[config.mk]
export PLATFORM = sky130hd
export DESIGN_NAME = blmc_mode_ctrl
export DESIGN_NICKNAME = d
export VERILOG_FILES = /design/src/core/blmc_pkg.sv /design/src/core/blmc_mode_ctrl.sv
export SDC_FILE = /design/constraint.sdc
export NUM_CORES = 1
export LEC_CHECK = 0
export ABC_AREA = 1
export BUFFER_PORTS_ARGS = -buffer_cell sky130_fd_sc_hd__buf_2
export CAP_MARGIN = 30
export CELL_PAD_IN_SITES_DETAIL_PLACEMENT = 0
export CELL_PAD_IN_SITES_GLOBAL_PLACEMENT = 1
export CORE_ASPECT_RATIO = 1.5
export CORE_MARGIN = 1.5
export CORE_UTILIZATION = 36
export DETAILED_ROUTE_END_ITERATION = 16
export PLACE_DENSITY_LB_ADDON = 0.2
export SLEW_MARGIN = 5
export SYNTH_ARGS = -nofsm -noshare
export SYNTH_HDL_FRONTEND = slang
export SYNTH_SLANG_ARGS = --single-unit
[constraint.sdc]
create_clock -name CLK -period 2.7 [get_ports CLK]
set_input_delay 0.135 -clock CLK [delete_from_list [all_inputs] [get_ports CLK]]
set_output_delay 0.135 -clock CLK [all_outputs]
set_load 0.005 [all_outputs]
[src/core/blmc_pkg.sv]
/*
   Package for the byte link mode controller: mode encoding, the carrier structs
   for low-power requests and mode status, and reset values.
   Assumes one clock domain and a synchronous active-high reset.
*/
package blmc_pkg;

   // ==========================================================================
   // Mode encoding.
   typedef enum logic [2:0] {
      BLMC_OFF   = 3'h0,
      BLMC_RESET = 3'h1,
      BLMC_RUN   = 3'h2,
      BLMC_WAIT  = 3'h3,
      BLMC_STOP  = 3'h4
   } blmc_mode_e;

   // ==========================================================================
   // Low-power request from the processor, same clock domain.
   typedef struct packed {
      logic wait_instr;
      logic stop_instr;
   } blmc_lp_req_s;

   // ==========================================================================
   // Mode status carried to the rest of the link controller.
   typedef struct packed {
      logic in_reset;
      logic link_enable;
      logic drive_enable;
      logic clock_run;
   } blmc_stat_s;

   localparam logic [2:0] BLMC_MODE_RST_VAL = 3'h1;
   localparam logic BLMC_WAKE_IRQ_RST_VAL = 1'b0;
   localparam logic [7:0] BLMC_VEC_WAKEUP = 8'h20;
   localparam logic [7:0] BLMC_VEC_NONE = 8'h00;
   localparam logic BLMC_SELECT_RST_VAL = 1'b0;

endpackage

[src/core/blmc_mode_ctrl.sv]
/*
   Operating-mode controller of the byte link controller: sequences reset, run,
   wait and stop, and raises the stop wakeup interrupt.
   Assumes the processor resets and low-power requests come from logic on CLK,
   and that the bus receive line and power-good arrive from pins.
*/
// Behaviour
// - Five modes: off, reset, run, wait, stop.
// - Any reset source forces reset mode immediately; from off, only RST does; without power-good, other resets move reset to off.
// - Registers held at reset values in reset.
// - Outputs held, inputs ignored during reset.
// - System clock keeps running during reset.
// - Run entered once all resets released.
// - Bus activity returns wait to run.
// - Bus activity returns stop to run.
// - Network traffic only in run mode.
// - Select clear plus wait enters wait.
// - Select set plus wait/stop enters stop.
// - Stop wakeup raises top-priority unmaskable interrupt.
// - Low-power modes keep register contents unchanged.
module blmc_mode_ctrl
   import blmc_pkg::*;
(
   input wire logic CLK,
   input wire logic RST,
   input wire logic CE,
   input wire logic POWER_GOOD,
   input wire logic LOW_VOLTAGE_RESET,
   input wire logic EXT_RESET,
   input wire logic STOP_IN_WAIT_SELECT_WR,
   input wire logic STOP_IN_WAIT_SELECT_IN,
   input wire blmc_pkg::blmc_lp_req_s LP_REQ,
   input wire logic LINK_RX,
   input wire logic WAKE_ACK,
   output logic [2:0] MODE,
   output blmc_pkg::blmc_stat_s STATUS,
   output logic STOP_IN_WAIT_SELECT,
   output logic WAKE_IRQ,
   output logic [7:0] LINK_STATE_VECTOR
);
   import blmc_pkg::*;

   // ==========================================================================
   // Pin synchronisers.
   logic [1:0] rx_sync_reg;
   logic [1:0] pg_sync_reg;
   logic rx_prev_reg;
   logic any_reset;
   logic activity;
   blmc_mode_e mode_reg;
   blmc_mode_e mode_next;

   always_ff @(posedge CLK) begin
      if (CE) begin
         rx_sync_reg <= {rx_sync_reg[0], LINK_RX};
         pg_sync_reg <= {pg_sync_reg[0], POWER_GOOD};
      end
   end

   // Passive-to-active edge; the history is cleared to passive in reset, so a level still active at release reads as an edge.
   always_ff @(posedge CLK) begin
      if (RST || any_reset) begin
         rx_prev_reg <= 1'b0;
      end else if (CE) begin
         rx_prev_reg <= rx_sync_reg[1];
      end
   end

   assign any_reset = RST || LOW_VOLTAGE_RESET || EXT_RESET;
   assign activity = rx_sync_reg[1] && !rx_prev_reg;

   // ==========================================================================
   // Mode sequencing.
   always_comb begin
      mode_next = mode_reg;
      case (mode_reg)
         BLMC_OFF: begin
            if (pg_sync_reg[1]) begin
               mode_next = BLMC_RESET;
            end
         end
         BLMC_RESET: begin
            mode_next = BLMC_RUN;
         end
         BLMC_RUN: begin
            if (LP_REQ.wait_instr && !STOP_IN_WAIT_SELECT) begin
               mode_next = BLMC_WAIT;
            end else if ((LP_REQ.wait_instr || LP_REQ.stop_instr) && STOP_IN_WAIT_SELECT) begin
               mode_next = BLMC_STOP;
            end
         end
         BLMC_WAIT: begin
            if (activity) begin
               mode_next = BLMC_RUN;
            end
         end
         BLMC_STOP: begin
            if (activity) begin
               mode_next = BLMC_RUN;
            end
         end
         default: mode_next = BLMC_RESET;
      endcase
   end

   // Reset overrides every mode but off, which among resets only RST overrides; with power-good lost, a reset other than RST moves reset mode to off.
   // The clock is never gated here, so reset logic keeps running.
   always_ff @(posedge CLK) begin
      if (any_reset) begin
         if (mode_reg == BLMC_RESET && !pg_sync_reg[1] && !RST) begin
            mode_reg <= BLMC_OFF;
         end else if (mode_reg != BLMC_OFF || RST) begin
            mode_reg <= BLMC_RESET;
         end
      end else if (CE) begin
         mode_reg <= mode_next;
      end
   end

   // ==========================================================================
   // Control bit, written only in run mode and cleared by reset, so low-power modes keep it.
   always_ff @(posedge CLK) begin
      if (any_reset) begin
         STOP_IN_WAIT_SELECT <= BLMC_SELECT_RST_VAL;
      end else if (CE && STOP_IN_WAIT_SELECT_WR && mode_reg == BLMC_RUN) begin
         STOP_IN_WAIT_SELECT <= STOP_IN_WAIT_SELECT_IN;
      end
   end

   // ==========================================================================
   // Stop wakeup interrupt; a new wakeup in the acknowledge cycle wins.
   always_ff @(posedge CLK) begin
      if (any_reset) begin
         WAKE_IRQ <= BLMC_WAKE_IRQ_RST_VAL;
         LINK_STATE_VECTOR <= BLMC_VEC_NONE;
      end else if (CE) begin
         if (mode_reg == BLMC_STOP && activity) begin
            WAKE_IRQ <= 1'b1;
            LINK_STATE_VECTOR <= BLMC_VEC_WAKEUP;
         end else if (WAKE_ACK) begin
            WAKE_IRQ <= 1'b0;
            LINK_STATE_VECTOR <= BLMC_VEC_NONE;
         end
      end
   end

   // ==========================================================================
   // Registered outputs.
   always_ff @(posedge CLK) begin
      if (any_reset) begin
         MODE <= BLMC_MODE_RST_VAL;
         STATUS <= '{in_reset: 1'b1, link_enable: 1'b0, drive_enable: 1'b0, clock_run: 1'b1};
      end else if (CE) begin
         MODE <= mode_next;
         STATUS.in_reset <= (mode_next == BLMC_RESET);
         STATUS.link_enable <= (mode_next == BLMC_RUN);
         STATUS.drive_enable <= (mode_next == BLMC_RUN);
         STATUS.clock_run <= (mode_next != BLMC_STOP && mode_next != BLMC_OFF);
      end
   end

   // ==========================================================================
   // Checks.
   property p_reset_forces;
      @(posedge CLK) (LOW_VOLTAGE_RESET || EXT_RESET) && mode_reg != BLMC_OFF
         |=> mode_reg inside {BLMC_RESET, BLMC_OFF};
   endproperty
   a_reset_forces: assert property (p_reset_forces) else $error("reset not taken");

   property p_reg_held;
      @(posedge CLK) any_reset |=> !WAKE_IRQ && !STOP_IN_WAIT_SELECT
         && LINK_STATE_VECTOR == BLMC_VEC_NONE;
   endproperty
   a_reg_held: assert property (p_reg_held) else $error("register not reset");

   property p_out_held;
      @(posedge CLK) any_reset |=> STATUS.in_reset && !STATUS.link_enable;
   endproperty
   a_out_held: assert property (p_out_held) else $error("outputs not held");

   property p_run_after;
      @(posedge CLK) disable iff (RST) mode_reg == BLMC_RESET && !any_reset && CE
         |=> mode_reg == BLMC_RUN;
   endproperty
   a_run_after: assert property (p_run_after) else $error("run not entered");

   property p_wait_wake;
      @(posedge CLK) disable iff (any_reset) mode_reg == BLMC_WAIT && activity && CE
         |=> mode_reg == BLMC_RUN;
   endproperty
   a_wait_wake: assert property (p_wait_wake) else $error("wait wake missed");

   property p_stop_wake;
      @(posedge CLK) disable iff (any_reset) mode_reg == BLMC_STOP && activity && CE
         |=> mode_reg == BLMC_RUN && WAKE_IRQ && LINK_STATE_VECTOR == BLMC_VEC_WAKEUP;
   endproperty
   a_stop_wake: assert property (p_stop_wake) else $error("stop wake missed");

   property p_link_run;
      @(posedge CLK) disable iff (RST) STATUS.link_enable
         |-> MODE == BLMC_RUN && mode_reg == BLMC_RUN;
   endproperty
   a_link_run: assert property (p_link_run) else $error("link outside run");

   property p_enter_wait;
      @(posedge CLK) disable iff (any_reset)
         mode_reg == BLMC_RUN && CE && LP_REQ.wait_instr && !STOP_IN_WAIT_SELECT
         |=> mode_reg == BLMC_WAIT && !STATUS.drive_enable && !STATUS.link_enable;
   endproperty
   a_enter_wait: assert property (p_enter_wait) else $error("wait not entered");

   property p_enter_stop;
      @(posedge CLK) disable iff (any_reset) mode_reg == BLMC_RUN && CE && STOP_IN_WAIT_SELECT
         && (LP_REQ.wait_instr || LP_REQ.stop_instr)
         |=> mode_reg == BLMC_STOP && !STATUS.clock_run;
   endproperty
   a_enter_stop: assert property (p_enter_stop) else $error("stop not entered");

   property p_sel_kept;
      @(posedge CLK) disable iff (any_reset) mode_reg != BLMC_RUN
         |=> $stable(STOP_IN_WAIT_SELECT);
   endproperty
   a_sel_kept: assert property (p_sel_kept) else $error("select changed");

   c_wait_cycle: cover property (@(posedge CLK) mode_reg == BLMC_WAIT ##[1:50] mode_reg == BLMC_RUN);
   c_stop_cycle: cover property (@(posedge CLK) mode_reg == BLMC_STOP ##[1:50] WAKE_IRQ);
   c_power_off: cover property (@(posedge CLK) mode_reg == BLMC_OFF);

endmodule

### After elaboration in Yosys (flattened, before gate mapping)

Cells that the tools add are included.

| operators by class | value |
|---|---|
| equality and inequality tests | 8 |
| muxes and demuxes | 13 |
| reductions and logical operators | 26 |

Operators with widths:

| cell | count |
|---|---|
| two-way mux 3 bit | 8 |
| two-way mux 8 bit | 2 |
| one-hot mux 3 bit (4 select lines) | 1 |
| == test 3 x 2 -> 1 bit (second input constant) | 3 |
| logical AND 1 bit | 9 |
| == test 3 x 1 -> 1 bit (second input constant) | 2 |
| nonzero test 3 bit | 2 |
| logical OR 1 bit | 5 |
| logical NOT 1 bit | 4 |
| AND reduction 2 bit | 2 |
| nonzero test 2 bit | 2 |
| == test 3 bit (second input constant) | 1 |
| logical NOT 3 bit | 1 |
| inequality test 3 x 1 -> 1 bit (second input constant) | 1 |
| inequality test 3 bit (second input constant) | 1 |
| two-way mux 1 bit | 2 |
| OR reduction 2 bit | 1 |

| storage, ports and cells | value |
|---|---|
| bits in registers | 24 |
| bits of input ports | 12 |
| output and inout port bits | 17 |
| logic and storage cells | 58 |

### Logic depth before layout (Yosys ltp)

| logic depth | value |
|---|---|
| depth after elaboration | 7 |
| gate-level depth with buffers | 8 |

### Worst setup path after synthesis

OpenSTA, ideal clock, no wires.

| timing | value |
|---|---|
| path type | flip-flop to flip-flop |
| start | reg mode_reg[0] |
| end | reg mode_reg[0] (data pin) |
| setup time | 0.254 ns |
| arrival | 1.030 ns |
| required time | 2.446 ns |
| setup slack | 1.417 ns |
| cell stages (with the launch flop) | 8 |
| path buffers | 0 |
| cell sequence | edfxtp_1 inv_1 nand2_2 nand2_2 nand2_1 nor2_2 nand2_1 a21o_1 |

| on the way | value |
|---|---|
| cells in the longest elaborated chain, start to end | 5 |
| elaborated cells on any way between the ends | 16 |

Ends and longest elaborated chain:

| element | RTL line | text |
|---|---|---|
| from (decl) | blmc_mode_ctrl.sv:50 | `blmc_mode_e mode_reg;` |
| from (signal assigned) | blmc_mode_ctrl.sv:116 | `mode_reg <= mode_next;` |
| == test 3 bit (tied with other cells) | blmc_mode_ctrl.sv:76 | `case (mode_reg)` |
| OR reduction 2 bit (no source line) (tied with other cells) | n/a |  |
| one-hot mux 3 bit (4 select lines) / logical AND 1 bit (equally long branches) | blmc_mode_ctrl.sv:76, blmc_mode_ctrl.sv:110 |  |
| two-way mux 3 bit, on equally long branches | blmc_mode_ctrl.sv:115, blmc_mode_ctrl.sv:110 |  |
| two-way mux 3 bit (*) | blmc_mode_ctrl.sv:109 | `if (any_reset) begin` |

Every way passes the cells marked *; elsewhere a longest branch is shown, timed or not. The select of a mux whose other input is x is not followed.
A chain may end at the register's enable or synchronous reset.

### Final worst setup path

Same ends and word-level chain as after synthesis.

==> flow_summary.yaml <==
placed_design:
  io_buffers: 21
  gp_congestion: 0.802
  post-dp-hpwl_mm: 1.24
  postPlaceCellArea_um2: 898
  dpl_worst_slack_ns: 1.31
clocking:
  cts.repair.resized: 0
  worst_setup_hold_path_clk_slew_ns: 0.09
  tritoncts: "built"
  numClockSinks: 16
  hold_buffers: 0
  master_cell_of_the_clock_root_buffer: "clkbuf_4"
  skew_pair_late_insertion_delay_ns: 0.28
  postCtsSetupRepairBufs: 0
  numCtsBuffers: 3
  count_of_h_tree_levels_built_during_cts: 1
  cts_buffer_depth: 2
floorplan:
  floorplan.die.width_um: 41.9
  die_area_mm2: 0.00257
  floorplan.die.height_um: 61.3
  top_level_ports: 29
  initial_core_util_pct: 39.3
  num_rows: 20
  core_region_area_mm2: 0.00208
synth:
  synth_top_flop_cell: "dfxtp_1"
  yosys_register_bits: 16
  post_synth.cell_area_avg_um2: 7.84
  synth_seq_area_share_pct: 47.9
  synthCells: 104
  number_of_flops_mapped_to_enable_cells_by_yosys: 7
  synth.lib_cells_used.distinct: 20
  synth-warning-count: 0
  netlist.area_leader.share_pct: 25.8
  synth_async_sr_flop_share_pct: 0
  netlist_top_cells_area: "edfxtp_1 (26%), dfxtp_1 (22%), nand2_1 (12%), buf_4 (8.3%), inv_1 (5.1%)"
  syn_area_um2: 816
  synthDominantAreaCellType: "edfxtp_1"
global_routing:
  grt_max_degree: 16
  vias_in_the_first_global_route: 612
  grt_first_pass_wirelength_mm: 2.57
  track_usage_pct: 13.6
  grt_antenna_before_repair: 0
  gr-total-overflow: 0
sta:
  setup_viol_count_final: 0
  maxSlewViolCount: 0
  post-route-period-util_pct: 52.3
  postLayoutSetupSlackWorst_ns: 1.29
  time_the_worst_path_needs_with_i_o_delays_and_setup_ns: 1.41
  setup_total_negative_slack_ns: 0
  finalHoldViolCount: 0
  rsz0062_at_grt: "false"
  worst_hold_slack_ns: 0.0223
  clock.fmax_mhz: 708
  final.setup_skew_ns: 0.00139
layout:
  area.growth.synth_to_final_pct: 13.3
  nFillCells: 224
  num-nets-final: 138
  layout.core_utilization_pct: 44.5
  antennaDiodeCount: 0
  stdcell_area_um2: 925
  post_route_cells_drive_above_1_share_pct: 25.6
drt:
  first_pass_iters: 4
  first_iter_violations: 14
  detail_route.wirelength_mm: 1.56
  drc: 0
  per_cell_routed_wire_length_um: 10.6
  drt.antenna.violating_nets: 0
  dr_vias_cell: 4.65
  num_vias: 684
pwr:
  p_leak_nw: 0.458
  power.ir.vdd_worst_v: 0.000255
  power.density_cell_area_mw_per_mm2: 514
setup_path:
  ff2ff_path_depth: 7
  timing_worst_setup_path_type: "reg -> reg"
  crit_chain: "inv_1, nand2_2, nand2_2, nand2_1, nor2_2, nand2_1, a21o_1"
  path_buf_inv: 1
  timing.critical_path.slowest_stage_cell: "edfxtp_1"
  r2r-start: "mode_reg[0]$_DFFE_PP_"
  setup.worst_path.start_class: "flop"
  critical_path.max_fanout: 6
  worst_path_largest_cell_delay_ns: 0.47
  reg2reg_to: "mode_reg[0]$_DFFE_PP_"
  worst-endpoint-required_ns: 2.75
  arrival_ns: 1.46
  timing.critical_path.max_delay_family: "flip-flops"
  timing.reg2reg.setup_slack_ns: 1.29
  endpoint_kind: "flop"
worst_hold_path:
  worstHoldPathType: "in -> reg"
  min_to: "pg_sync_reg[0]$_DFFE_PP_"
  hold_path_depth: 1
  worstHoldStart: "POWER_GOOD"
run_status:
  outcome: "finished, final reports clean"
run:
  maxCapViolations: 0
-- layer usage --
layer	vias to the layer above	track usage, %	part of all wire (%)
met4	0	8.29	1.8
met5	-	0	0
met2	11	22.5	50
met1	310	16.5	45
met3	4	2.64	3.3
li1	359	-	-
-- report_power, final --
part / internal, W / switching (W)
Sequential: 0.000267 / 0.0000108
Combinational: 0.0000257 / 0.0000465
Clock: 0.0000536 / 0.0000724
Total: 0.000346 / 0.000130
-- area by class of cell --
type,count,area (um^2),area share [%]
Sequential cell,16,390,42.2
Multi-Input combinational cell,72,330,35.7
Timing Repair Buffer,21,105,11.4
Inverter,12,45.0,4.87
Tap cell,22,27.5,2.98
Clock buffer,3,22.5,2.44
Clock inverter,1,3.75,0.406
-- cell usage after synthesis, types with 2 or more instances --
| master | instances |
|---|---|
| nand2_1 | 26 |
| inv_1 | 11 |
| nor2_1 | 11 |
| buf_4 | 9 |
| dfxtp_1 | 9 |
| nand3_1 | 8 |
| edfxtp_1 | 7 |
| a21oi_1 | 4 |
| nor2_2 | 4 |
| nand2_2 | 2 |
| nand4_1 | 2 |
| nor3_1 | 2 |
| o21ai_0 | 2 |
-- logic make-up after synthesis --
logic type      Yosys count  synth area share (%)
simple gates             56                  31.3
buf+inv                  22                  14.4
flops                    16                  47.9
compound gates            9                  5.98
other cells               1                 0.460
-- worst max path at each step --
stage,start,end,slack [ns],depth (start not counted)
detailed placement,mode_reg[0]$_DFFE_PP_,mode_reg[0]$_DFFE_PP_,1.31,7
floorplan,mode_reg[0]$_DFFE_PP_,mode_reg[0]$_DFFE_PP_,1.42,7
global route,mode_reg[1]$_SDFFCE_PP0P_,mode_reg[2]$_SDFFCE_PP0P_,1.15,5
CTS,mode_reg[0]$_DFFE_PP_,mode_reg[0]$_DFFE_PP_,1.30,7
global placement,mode_reg[0]$_DFFE_PP_,mode_reg[0]$_DFFE_PP_,1.37,7
finish,mode_reg[0]$_DFFE_PP_,mode_reg[0]$_DFFE_PP_,1.29,7
-- through the flow --
step / power, W / std cells
after floorplan: 0.000337 / 110
after detailed placement: 0.000355 / 143
after global routing: 0.000503 / 147
final: 0.000476 / 147
after global placement: 0.000354 / 143
after CTS: 0.000478 / 147
-- layout by cell type (no fill, tap or decap), drive strengths merged --
cell,synthesis,final
a21o,1,1
a21oi,4,4
a31oi,1,1
buf,10,21
clkbuf,0,3
clkinv,0,1
conb,1,7
dfxtp,9,9
edfxtp,7,7
inv,12,12
nand2,28,28
nand3,8,8
nand4,2,2
nor2,15,15
nor3,3,3
o21ai,3,3
Note: power is estimated with default switching activity, not from simulation.
